### config.mk
export PLATFORM = sky130hd
export DESIGN_NAME = dac_update_ctrl
export DESIGN_NICKNAME = d
export VERILOG_FILES = /design/src/dac_update_pkg.sv /design/src/dac_update_ctrl.sv /design/src/pin_sync.sv
export SDC_FILE = /design/constraint.sdc
export NUM_CORES = 1
export LEC_CHECK = 0
export BUFFER_PORTS_ARGS = -buffer_cell sky130_fd_sc_hd__buf_2
export CAP_MARGIN = 25
export CELL_PAD_IN_SITES_DETAIL_PLACEMENT = 2
export CELL_PAD_IN_SITES_GLOBAL_PLACEMENT = 2
export CORE_MARGIN = 4
export CORE_UTILIZATION = 42
export CTS_BUF_LIST = sky130_fd_sc_hd__clkbuf_4
export CTS_CLUSTER_SIZE = 8
export DETAILED_ROUTE_END_ITERATION = 10
export PLACE_DENSITY = 0.82
export SYNTH_ARGS = -nofsm -noshare
export SYNTH_HDL_FRONTEND = slang
export SYNTH_SLANG_ARGS = --single-unit
### constraint.sdc
create_clock -name CLK_SYS -period 17.4 [get_ports CLK_SYS]
set_clock_uncertainty 0.1 [all_clocks]
set_input_delay 0 -clock CLK_SYS [delete_from_list [all_inputs] [get_ports CLK_SYS]]
set_output_delay 0 -clock CLK_SYS [all_outputs]
set_load 0.02 [all_outputs]
### src/dac_update_pkg.sv
// Purpose: Shared constants and types for the output card update control.
// Assumes: One system clock; host bus pins arrive asynchronously.
// Notes: Offsets are byte offsets inside the decoded window.
package dac_update_pkg;
   localparam int NUM_CH = 16;
   localparam int CH_W = 4;
   localparam int DATA_W = 12;
   localparam int ADDR_W = 10;
   localparam int OFF_W = 5;
   localparam int SW_W = 5;
   localparam int BASE_LSB = 5;
   localparam int BUS_W = 16;
   localparam int LO_W = 8;
   localparam int HI_W = 4;
   localparam int HI_LANE_LSB = 8;

   localparam logic [OFF_W-1:0] OFF_BCAST_ENTER = 5'h00;
   localparam logic [OFF_W-1:0] OFF_PERCH_ENTER = 5'h02;
   localparam logic [OFF_W-1:0] OFF_LOAD_STAY = 5'h08;
   localparam logic [OFF_W-1:0] OFF_LOAD_PERCH = 5'h0a;
   localparam logic [OFF_W-1:0] OFF_CLAMP_SET = 5'h0e;
   localparam logic [OFF_W-1:0] OFF_CLAMP_CLR = 5'h0f;
   localparam int NARROW_BIT = 4;

   typedef logic [DATA_W-1:0] dac_word_t;
   localparam dac_word_t SAFE_CODE = 12'h000;

   typedef enum logic {MODE_BCAST, MODE_PERCH} load_mode_t;

   typedef struct packed {
      logic ior_n;
      logic iow_n;
      logic sbhe_n;
      logic [ADDR_W-1:0] addr;
      logic [BUS_W-1:0] data;
   } isa_bus_t;

   typedef struct packed {
      logic [SW_W-1:0] sw_on;
      logic build16;
   } strap_t;

   localparam isa_bus_t BUS_IDLE = '{1'b1, 1'b1, 1'b1, 10'h000, 16'h0000};
   localparam strap_t STRAP_IDLE = '{5'h00, 1'b1};
endpackage : dac_update_pkg

### src/dac_update_ctrl.sv
// Purpose: Preload, update mode and clamp control of a multichannel card.
// Assumes: Host port cycles hold strobes for several system clocks.
// Notes: Reads are commands only; the card never drives the data bus.
`timescale 1ns/1ps
module dac_update_ctrl
   import dac_update_pkg::*;
(
   // Clock and reset.
   input wire logic CLK_SYS,
   input wire logic RST_N,
   // Host port cycle pins.
   input wire logic IOR_N,
   input wire logic IOW_N,
   input wire logic SBHE_N,
   input wire logic [ADDR_W-1:0] SA,
   input wire logic [BUS_W-1:0] SD,
   // Board straps; a switch bit of one means the switch is ON.
   input wire logic [SW_W-1:0] BASE_ADDRESS_SWITCH_BANK,
   input wire logic BUILD_16CH,
   // Converter codes and status.
   output dac_word_t [NUM_CH-1:0] DAC_CODE,
   output logic OUTPUT_CLAMPED,
   output logic BROADCAST_MODE
);
   logic rst_meta_q, rst_n_q;
   isa_bus_t bus_s;
   strap_t strap_s;
   logic rd_prev_q, wr_prev_q, rd_prev_d, wr_prev_d;
   logic rd_evt, wr_evt, hit, rd_cmd, wr_acc, lo_wr, hi_wr, load_all;
   logic [OFF_W-1:0] off;
   logic [CH_W-1:0] ch;
   logic [HI_W-1:0] hi_nib;
   load_mode_t mode_q, mode_d;
   logic clamp_q, clamp_d;
   dac_word_t [NUM_CH-1:0] preload_q, preload_d;
   dac_word_t [NUM_CH-1:0] inner_q, inner_d;
   dac_word_t [NUM_CH-1:0] out_q, out_d;

   // Reset is released through two flip-flops.
   always_ff @(posedge CLK_SYS or negedge RST_N) begin
      if (!RST_N) begin
         rst_meta_q <= 1'b0;
         rst_n_q <= 1'b0;
      end else begin
         rst_meta_q <= 1'b1;
         rst_n_q <= rst_meta_q;
      end
   end

   pin_sync #(.W($bits(isa_bus_t)), .IDLE(BUS_IDLE)) u_bus_sync (
      .clk(CLK_SYS),
      .rst_n(rst_n_q),
      .pin({IOR_N, IOW_N, SBHE_N, SA, SD}),
      .value(bus_s)
   );

   pin_sync #(.W($bits(strap_t)), .IDLE(STRAP_IDLE)) u_strap_sync (
      .clk(CLK_SYS),
      .rst_n(rst_n_q),
      .pin({BASE_ADDRESS_SWITCH_BANK, BUILD_16CH}),
      .value(strap_s)
   );

   function automatic logic base_match(input logic [ADDR_W-1:0] a,
                                       input strap_t st);
      logic ok;
      ok = st.build16 | ~a[NARROW_BIT];
      for (int i = 0; i < SW_W; i++) begin
         if (a[BASE_LSB+i] != ~st.sw_on[i]) begin
            ok = 1'b0;
         end
      end
      return ok;
   endfunction : base_match

   function automatic logic is_off(input logic [OFF_W-1:0] o,
                                   input logic [OFF_W-1:0] k);
      return o == k;
   endfunction : is_off

   // Strobe edges are taken from the filtered pin copy.
   always_comb begin
      rd_prev_d = ~bus_s.ior_n;
      wr_prev_d = ~bus_s.iow_n;
   end

   always_ff @(posedge CLK_SYS or negedge rst_n_q) begin
      if (!rst_n_q) begin
         rd_prev_q <= 1'b0;
         wr_prev_q <= 1'b0;
      end else begin
         rd_prev_q <= rd_prev_d;
         wr_prev_q <= wr_prev_d;
      end
   end

   assign rd_evt = ~bus_s.ior_n & ~rd_prev_q;
   assign wr_evt = ~bus_s.iow_n & ~wr_prev_q;
   assign hit = base_match(bus_s.addr, strap_s);
   assign off = bus_s.addr[OFF_W-1:0];
   assign ch = off[OFF_W-1:1];
   assign rd_cmd = rd_evt & hit;
   assign wr_acc = wr_evt & hit;
   assign lo_wr = wr_acc & ~off[0];
   assign hi_wr = wr_acc & (off[0] | ~bus_s.sbhe_n);
   assign hi_nib = off[0] ? bus_s.data[HI_W-1:0]
                          : bus_s.data[HI_LANE_LSB +: HI_W];

   // Mode and clamp commands.
   always_comb begin
      mode_d = mode_q;
      clamp_d = clamp_q;
      load_all = 1'b0;
      if (rd_cmd) begin
         case (off)
            OFF_BCAST_ENTER: begin
               mode_d = MODE_BCAST;
            end
            OFF_PERCH_ENTER: begin
               mode_d = MODE_PERCH;
            end
            OFF_LOAD_STAY: begin
               load_all = 1'b1;
               mode_d = MODE_BCAST;
            end
            OFF_LOAD_PERCH: begin
               load_all = 1'b1;
               mode_d = MODE_PERCH;
            end
            OFF_CLAMP_SET: begin
               clamp_d = 1'b1;
            end
            default: begin
               mode_d = mode_q;
            end
         endcase
      end
      if (wr_acc && is_off(off, OFF_CLAMP_CLR)) begin
         clamp_d = 1'b0;
         load_all = 1'b1;
      end
   end

   // Per-channel preload, inner and output registers.
   for (genvar g = 0; g < NUM_CH; g++) begin : g_ch
      always_comb begin
         preload_d[g] = preload_q[g];
         if (lo_wr && ch == CH_W'(g)) begin
            preload_d[g][LO_W-1:0] = bus_s.data[LO_W-1:0];
         end
         if (hi_wr && ch == CH_W'(g)) begin
            preload_d[g][LO_W +: HI_W] = hi_nib;
         end
         inner_d[g] = inner_q[g];
         if (load_all) begin
            inner_d[g] = preload_d[g];
         end else if (mode_q == MODE_PERCH && hi_wr && ch == CH_W'(g)) begin
            inner_d[g] = preload_d[g];
         end
         out_d[g] = clamp_d ? SAFE_CODE : inner_d[g];
      end
   end

   // Preload keeps its contents through reset.
   always_ff @(posedge CLK_SYS) begin
      preload_q <= preload_d;
   end

   always_ff @(posedge CLK_SYS or negedge rst_n_q) begin
      if (!rst_n_q) begin
         mode_q <= MODE_BCAST;
         clamp_q <= 1'b1;
         inner_q <= {NUM_CH{SAFE_CODE}};
         out_q <= {NUM_CH{SAFE_CODE}};
      end else begin
         mode_q <= mode_d;
         clamp_q <= clamp_d;
         inner_q <= inner_d;
         out_q <= out_d;
      end
   end

   assign DAC_CODE = out_q;
   assign OUTPUT_CLAMPED = clamp_q;
   assign BROADCAST_MODE = (mode_q == MODE_BCAST);
endmodule : dac_update_ctrl

### src/pin_sync.sv
// Purpose: Three-stage synchroniser for asynchronous pin groups.
// Assumes: Reset is already synchronous to clk on release.
// Notes: The output changes only once stages two and three agree.
`timescale 1ns/1ps
module pin_sync #(
   parameter int W = 1,
   parameter logic [W-1:0] IDLE = '0
) (
   // Clock and reset.
   input wire logic clk,
   input wire logic rst_n,
   // Pins and filtered copy.
   input wire logic [W-1:0] pin,
   output logic [W-1:0] value
);
   logic [W-1:0] stg1_q, stg2_q, stg3_q, val_q, val_d;

   always_comb begin
      val_d = val_q;
      if (stg2_q == stg3_q) begin
         val_d = stg3_q;
      end
   end

   always_ff @(posedge clk or negedge rst_n) begin
      if (!rst_n) begin
         stg1_q <= IDLE;
         stg2_q <= IDLE;
         stg3_q <= IDLE;
         val_q <= IDLE;
      end else begin
         stg1_q <= pin;
         stg2_q <= stg1_q;
         stg3_q <= stg2_q;
         val_q <= val_d;
      end
   end

   assign value = val_q;
endmodule : pin_sync

# [Word level (Yosys, flattened, before mapping)]
# Cells that the tools add are included.
[word_totals] word_cells=260 n_memories=0 latchBits=0 ramBits=0 output_inout_bits=194 inputBits=37 rom_bits=0 register_bits=722
[op_classes] bitwise_logic=21 order_cmp=0 div_mod_pow=0 n_eq_ne=27 mux=93 n_mul=0 shift=0 n_reduce_logical=57 add_sub_neg=0
[op_table] op="$mux W12" n=48
[op_table] op="$mux W8" n=16
[op_table] op="$mux W4" n=17
[op_table] op="$logic_and A1 B1 Y1" n=50
[op_table] op="$eq A4 B4 Y1 const B" n=8
[op_table] op="$eq A29 B29 Y1" n=1
[op_table] op="$eq A5 B4 Y1 const B" n=4
[op_table] op="$eq A4 B3 Y1 const B" n=4
[op_table] op="$not A1 Y1" n=13
[op_table] op="$mux W1" n=11
[op_table] op="$eq A4 B2 Y1 const B" n=2
[op_table] op="$and A1 B1 Y1" n=6
[op_table] op="$eq A6 B6 Y1" n=1
[op_table] op="$reduce_or A2 Y1" n=3
[op_table] op="$eq A5 B2 Y1 const B" n=1
[op_table] op="$logic_not A5 Y1" n=1
[op_table] op="$ne A1 B1 Y1" n=5
[op_table] op="$eq A4 B1 Y1 const B" n=1
[op_table] op="$logic_not A4 Y1" n=1
[op_table] op="$or A1 B1 Y1" n=2
[op_table] op="$pmux W1 S2" n=1
[op_table] op="$reduce_and A2 Y1" n=1
[op_table] op="$reduce_bool A2 Y1" n=1

# [Depth between registers and ports, before layout]
# Gate-level depths: netlist of run 1.
[depth] word_depth=14 mapped_depth=9 mapped_depth_nobuf=5

# [By module]
# From an unflattened synthesis of run 1, not the netlist that was laid out.
[unflattened] hier_cells=2155 area_unflattened_um2=26527.9
[by_module_without_submodules] module="dac_update_ctrl" cells_per_inst=1930 seq_area_each_um2=13604.3 n_inst=1 area_each_um2=22160.0
[by_module_without_submodules] module="pin_sync at u_bus_sync" cells_per_inst=187 seq_area_each_um2=2917.8 n_inst=1 area_each_um2=3619.7
[by_module_without_submodules] module="pin_sync at u_strap_sync" cells_per_inst=38 seq_area_each_um2=605.6 n_inst=1 area_each_um2=748.2

# [Worst setup path before layout of run 1]
# OpenSTA, ideal clock, no wires.
[synth_path] kind="reg-to-reg" from="reg u_bus_sync.val_q[20], in the netlist u_bus_sync.value[20]" to="reg out_q, in the netlist DAC_CODE[104]" path_slack_ns=14.985 path_buffers=4 setup_time_ns=0.136 period_less_slack_ns=2.415 arrival_ns=2.179 required_ns=17.164 stages_incl_launch_ff=10 path_cell_list="dfrtp_1 buf_2 nor2b_1 nor4_4 nand3_2 buf_4 buf_6 buf_2 nand3_1 a21oi_1"
[synth_lines] element="start: declaration" line_no="pin_sync.sv:16" source="logic [W-1:0] stg1_q, stg2_q, stg3_q, val_q, val_d;"
[synth_lines] element="start signal: assignment" line_no="pin_sync.sv:35" source="val_q <= val_d;"
[synth_lines] element="end signal: assignment" line_no="dac_update_ctrl.sv:174" source="out_q <= {NUM_CH{SAFE_CODE}};"
[synth_lines] element="end signal: assignment" line_no="dac_update_ctrl.sv:179" source="out_q <= out_d;"
[synth_lines] element="end: declaration" line_no="dac_update_ctrl.sv:37" source="dac_word_t [NUM_CH-1:0] out_q, out_d;"

==> impl_metrics.toml, run 1 <==
[global_route]
grt_use_met1_pct = 38.73
grt_overflow_total = 0
track_usage_pct = 33.17
grt_pass1_wl_um = 168000
use_met2_pct = 58.39
antenna_found_initial = 6
use_met3_pct = 6.838
grt_busiest_layer = "met2"
grt_pass1_vias = 24770
grt_max_degree = 104

[cells_and_area]
finalNonFillerCells = 3629
final_common_cell = "dfrtp_1"
mostFrequentLayoutCells = "dfrtp_1 (508), clkbuf_4 (284), buf_2 (231)"
final_util_pct = 51.80
seqCellArea_um2 = 17030
fill_cells = 5972
nNetsFinal = 2665
final_layout_size_suffix_gt1_share_pct = 27.12
syn_to_final_growth_pct = 21.28
multi_input_area_um2 = 8353

[clock_tree]
cts_root_buf = "clkbuf_4"
cts_buffer_depth = 3
cts_inserted_buffers = 186
cts_tree = "done"
clk_latency_ps = 1080
path_clk_slew_ps = 90
cts_sinks = 718
postCtsSetupRepairBufs = 0
cts_resized = 0
h-tree-depth = 4

[status]
run_status = "finished, final reports clean"

[power]
power_leakage_nw = 16.75
vdd_drop_max_uv = 57.41
pwr_density_cell_nw_per_um2 = 106.7

[placed_design]
place_congestion = 0.7835
port_buffers = 230
hpwl_um = 56760
dp_cells = 3160

[sta]
whs_ps = 95.16
setup_viol = 0
period_share_pct = 25.64
period_needed_ps = 4462
fin_setup_tns_ps = 0
slew_headroom_pct = 24.44
fmax_ghz = 0.2241
drv_slew = 0
grt_setup_unrepaired = "no"
finalHoldViolCount = 0
tightest_slew_ps = 1125

[worst_setup_path]
ff2ff_setup_slack_ps = 12940
cp-end-kind = "flip-flop"
cp.arrival_ps = 5270
r2r-start = "u_bus_sync.value[20]"
path_max_fanout = 78
cp.required_ps = 18210
r2r_cells = 6
crit_start = "u_bus_sync.value[20]"
r2r-end = "DAC_CODE[79]"
startpoint_type = "flip-flop"
worst-setup-path-type = "flip-flop to flip-flop"

[synthesis]
async_flop_share_pct = 73.26
synth-seq-cells = 718
syn_inst = 2208
synth.net_count = 2245
yosysWarningCount = 0
synth-seq-area-share_pct = 64.24
yosys_most_used_dff = "dfrtp_1"
syn_area_um2 = 26500
synth_cell_type_count = 46
synth.avg_cell_area_um2 = 12.00
synth-edff-count = 0

[hold_path]
whs_path_depth = 3
min_path_type = "input port to flip-flop"
hold_start = "SD[8]"
min_to = "u_bus_sync.stg1_q[8]"

[floorplan]
coreArea_um2 = 62050
die_h_um = 259.2
ios = 231
dieArea_um2 = 67190
fp.dieW_um = 259.2
initial_core_util_pct = 42.71
rows = 91

[drt]
via_count = 21771
wl_um = 114900
drcViolationCount = 0
drt-initial-drc-count = 1821
firstDrtPassIters = 6
final_antenna_net_count = 0
wire_per_inst_um = 31.66
vias_per_cell = 5.999

[flow_run]
maxCapViolations = 0
[per-stage QoR]
step	total power, mW	setup WS, ps	instance area (um2)
finish	3.429	12940	32140
global route	3.562	12860	32140
CTS	3.393	13070	31910
detailed placement	1.802	13340	28390
global placement	1.795	13480	28350
floorplan	1.771	1583	26500
[kinds of logic after synthesis]
kind of cell | synth area share, %
flip-flops | 64.24
multiplexers | 6.090
other | 0.01415
buffers and inverters | 4.589
AO/OA/AOI/OAI | 11.64
AND/OR/NAND/NOR | 11.93
XOR/XNOR | 1.487
[cell usage after synthesis, drive strengths merged, types with 63 or more instances]
| master | count | share of area, % |
|---|---|---|
| dfrtp | 509 | 48 |
| a21oi | 192 | 3.6 |
| dfxtp | 192 | 15 |
| nor3 | 139 | 2.6 |
| mux2i | 132 | 5.0 |
| inv | 131 | 1.9 |
| a211oi | 128 | 3.8 |
| nor4 | 104 | 3.1 |
| nand2 | 85 | 1.2 |
| clkbuf | 83 | 1.2 |
| buf | 72 | 1.6 |
| nand3 | 70 | 1.3 |
| or2 | 63 | 1.5 |
[critical path, stage by stage (launching register included)]
cell and delay, ps:
dfrtp_1 630, nand4b_1 680, o32ai_1 510, and3_4 660
buf_4 870, nor3_1 230, a211oi_1 520
[what timing repair did]
action	in CTS	in global routing
hold buffers	103	0
hold endpoints to repair	37	0
endpoints found under the setup margin	0	0
[sequential cells by signal (all words and copies together), names as in the netlist]
name                 cells
DAC_CODE               192
OUTPUT_CLAMPED           1
inner_q                192
mode_q                   1
preload_q              192
rd_prev_q                1
rst_meta_q               1
rst_n_q                  1
u_bus_sync.stg1_q       29
u_bus_sync.stg2_q       29
u_bus_sync.stg3_q       29
u_bus_sync.value        25
u_strap_sync.stg1_q      6
u_strap_sync.stg2_q      6
u_strap_sync.stg3_q      6
u_strap_sync.value       6
wr_prev_q                1
[final cells by class]
type	instances	share of cell area, %
Inverter	131	1.530
Sequential cell	718	52.98
Clock buffer	282	6.586
Clock inverter	66	1.148
Tap cell	837	3.258
Timing Repair Buffer	387	8.478
Multi-Input combinational cell	1204	25.99
Antenna cell	4	0.03114
[report_power, final]
group / internal (mW) / switching (mW)
sequential: 1.68 / 0.0237
combinational: 0.0339 / 0.0631
clock: 0.792 / 0.837
[layer usage]
metal	part of all wire, %	vias to the layer above
li1	-	8873
met1	38	11569
met2	52	1004
met3	5.5	323
met4	4.4	2
met5	0.011	-
[worst max path at each step]
| stage | endpoint | slack, ps |
|---|---|---|
| 3_5_place_dp | DAC_CODE[110] | 13340 |
| 5_1_grt | DAC_CODE[61] | 12860 |
| 2_1_floorplan | DAC_CODE[0] | 1580 |
| 6_report | DAC_CODE[79] | 12940 |
| 4_1_cts | inner_q[108] | 13070 |
| 3_3_place_gp | DAC_CODE[147] | 13480 |
Note: power is estimated with default switching activity, not from simulation.
==> run 2: changes to the inputs <==
--- a/config.mk
+++ b/config.mk
@@ -5,16 +5,17 @@
 export SDC_FILE = /design/constraint.sdc
 export NUM_CORES = 1
 export LEC_CHECK = 0
+export ABC_AREA = 1
 export BUFFER_PORTS_ARGS = -buffer_cell sky130_fd_sc_hd__buf_2
 export CAP_MARGIN = 25
 export CELL_PAD_IN_SITES_DETAIL_PLACEMENT = 2
 export CELL_PAD_IN_SITES_GLOBAL_PLACEMENT = 2
 export CORE_MARGIN = 4
-export CORE_UTILIZATION = 42
+export CORE_UTILIZATION = 36
 export CTS_BUF_LIST = sky130_fd_sc_hd__clkbuf_4
 export CTS_CLUSTER_SIZE = 8
 export DETAILED_ROUTE_END_ITERATION = 10
-export PLACE_DENSITY = 0.82
+export PLACE_DENSITY = 0.78
 export SYNTH_ARGS = -nofsm -noshare
 export SYNTH_HDL_FRONTEND = slang
 export SYNTH_SLANG_ARGS = --single-unit
==> constraint.sdc (replaced) <==
create_clock -name CLK_SYS -period 3.7 [get_ports CLK_SYS]
set_clock_uncertainty 0.1 [all_clocks]
set_input_delay 0 -clock CLK_SYS [delete_from_list [all_inputs] [get_ports CLK_SYS]]
set_output_delay 0 -clock CLK_SYS [all_outputs]
set_load 0.02 [all_outputs]
==> impl_metrics.toml, run 2 <==
[drt]
vias_per_cell = 5.136
drcViolationCount = 0
firstDrtPassIters = 5
via_count = 21129
wl_um = 92060
drt-initial-drc-count = 1137
final_antenna_net_count = 0
wire_per_inst_um = 22.38

[cells_and_area]
fill_cells = 7631
nNetsFinal = 3041
finalNonFillerCells = 4114
seqCellArea_um2 = 17030
syn_to_final_growth_pct = 22.29
final_layout_size_suffix_gt1_share_pct = 26.19
final_common_cell = "nand2_1"
mostFrequentLayoutCells = "nand2_1 (794), dfrtp_1 (507), clkbuf_4 (311)"
multi_input_area_um2 = 8149

[worst_setup_path]
critical-path-max-stage-delay_ps = 650
worst-setup-path-type = "flip-flop to flip-flop"
cp_slowest_cell = "nand2_1"
path_max_fanout = 20
cp_num_cells = 10
crit_family = "simple AND/OR/NAND/NOR gates"
cpMostUsedCell = "nand2_1"
r2r_cells = 10
crit_buf_inv = 1
cp.arrival_ps = 4060
cp.required_ps = 4550
startpoint_type = "flip-flop"
crit_path_cell_trace = "inv_1, nand2_1, nand2_1, nor2_1, nand3_2, nor2_8, nand4_1, nand2_1, nand2_1, a21oi_1"
cp-end-kind = "flip-flop"

[global_route]
grt_max_degree = 144
track_usage_pct = 23.79
grt_pass1_vias = 24197
grt_busiest_layer = "met2"
grt_use_met1_pct = 28.69
use_met2_pct = 42.14
grt_overflow_total = 0
antenna_found_initial = 5
use_met3_pct = 4.966
grt_pass1_wl_um = 143800

[sta]
finalHoldViolCount = 0
slew_headroom_pct = 36.62
tightest_slew_ps = 947.2
period_needed_ps = 3211
grt_setup_unrepaired = "no"
setup_viol = 0
drv_slew = 0
period_share_pct = 86.77
fmax_ghz = 0.3115

[floorplan]
fp.dieW_um = 278.1
rows = 98
coreArea_um2 = 71850
ios = 231
die_h_um = 278.1
dieArea_um2 = 77360
initial_core_util_pct = 36.56

[placed_design]
dp_cells = 3654
port_buffers = 230
hpwl_um = 55300
place_congestion = 0.7770

[synthesis]
synth_most_common_cell = "nand2_1"
synth.avg_cell_area_um2 = 10.18
synth.net_count = 2618
netlist_top_cells_area = "dfrtp_1 (48%), dfxtp_1 (15%), nand2_1 (11%)"
synth-seq-area-share_pct = 64.81
synth_cell_type_count = 32
synthTopCellsByCount = "nand2_1 (794), dfrtp_1 (509), nand4_1 (229), nand3_1 (228), dfxtp_1 (192)"
synth_top_area_share_pct = 48.48
async_flop_share_pct = 73.26
synth_top_cell_by_area = "dfrtp_1"
synth-seq-cells = 718
syn_area_um2 = 26270
syn_inst = 2581
yosysWarningCount = 0
yosys_most_used_dff = "dfrtp_1"
synth-edff-count = 0

[power]
pwr_density_cell_nw_per_um2 = 495.5
p_total_mw = 15.92
vdd_drop_max_uv = 230.5
power_leakage_nw = 16.83

[hold_path]
min_path_type = "flip-flop to flip-flop"
whs_path_depth = 0

[flow_run]
maxCapViolations = 0

[clock_tree]
h-tree-depth = 4
cts_inserted_buffers = 189
clk_latency_ps = 1080
path_clk_slew_ps = 70
postCtsSetupRepairBufs = 0
cts_root_buf = "clkbuf_4"
cts_buffer_depth = 3
cts_tree = "done"
cts_sinks = 718

[status]
run_status = "finished, final reports clean"
[run 2: cell count changes in the layout (fill, tap and decap cells not counted), sizes merged, moves of 58 or more]
cell,change
or2,-58
nor3,-138
nand4,+200
nand2,+789
a211oi,-128
inv,-73
mux2i,-132
nand3,+159
nor4,-102
[run 2: stage by stage]
stage | instance area, um2 | setup WS (ps) | hold WS [ps] | TNS, ps | util [%]
floorplan | 26280 | -1511 | -395.6 | -769270 | -
global placement | 28360 | 799.3 | -312.8 | 0 | 39.47
detailed placement | 28420 | 544.2 | -310.0 | 0 | 39.55
CTS | 32100 | 499.5 | 54.93 | 0 | 44.67
global route | 32130 | 203.7 | 200.7 | 0 | 44.72
finish | 32130 | 489.4 | 220.7 | 0 | 44.72
[run 2: logic make-up (layout without fill, tap and decap cells)]
logic type	Yosys count	after routing	share of synthesized area (%)
and+or+nand+nor	1394	1394	24.75
DFF	718	718	64.81
buffers and inverters	229	810	4.439
AOI/OAI and AO/OA	210	210	5.024
xor gates and xnor gates	29	29	0.9668
other	1	3	0.01427
[run 2: repair_timing]
item / CTS / global route
gates resized for setup: 0 / 0
hold endpoints to repair: 37 / 0
hold buffers: 108 / 0
[run 2: path summary, 6_finish.rpt]
check	from	to	slack, ps
worst max-delay path	u_strap_sync.value[0]	DAC_CODE[125]	490
worst min-delay path	u_strap_sync.stg2_q[0]	u_strap_sync.stg3_q[0]	220
worst max register to register	u_strap_sync.value[0]	DAC_CODE[125]	490
worst min register to register	u_strap_sync.stg2_q[0]	u_strap_sync.stg3_q[0]	220
max in group asynchronous	rst_n_q	DAC_CODE[140]	2020
min in group asynchronous	RST_N	rst_meta_q	260
[run 2: power by group]
part / leakage [nW] / switching (mW) / internal [mW] / total (mW)
Sequential: 8.60 / 0.0821 / 7.91 / 8.00
Clock: 1.56 / 3.55 / 3.96 / 7.52
Combinational: 6.68 / 0.246 / 0.165 / 0.411
Total: 16.8 / 3.88 / 12.0 / 15.9
[run 2: cell type report]
cell class	count	share of cell area (%)
Sequential cell	718	53.01
Multi-Input combinational cell	1634	25.36
Timing Repair Buffer	406	9.151
Clock buffer	311	7.267
Tap cell	950	3.700
Clock inverter	38	0.8256
Inverter	55	0.6659
Antenna cell	2	0.01558
[run 2: routing by layer]
metal	vias up	share of wire, %
li1	9558	-
met1	10895	41
met2	520	52
met3	156	4.6
met4	0	2.8
met5	-	0
[run 2: worst register-to-register path, delay by kind of cell, from the launching register on]
family / cells / cell delay, ps
and+or+nand+nor: 8 / 2250
DFF: 1 / 520
AOI/OAI and AO/OA: 1 / 200
buffers and inverters: 1 / 50
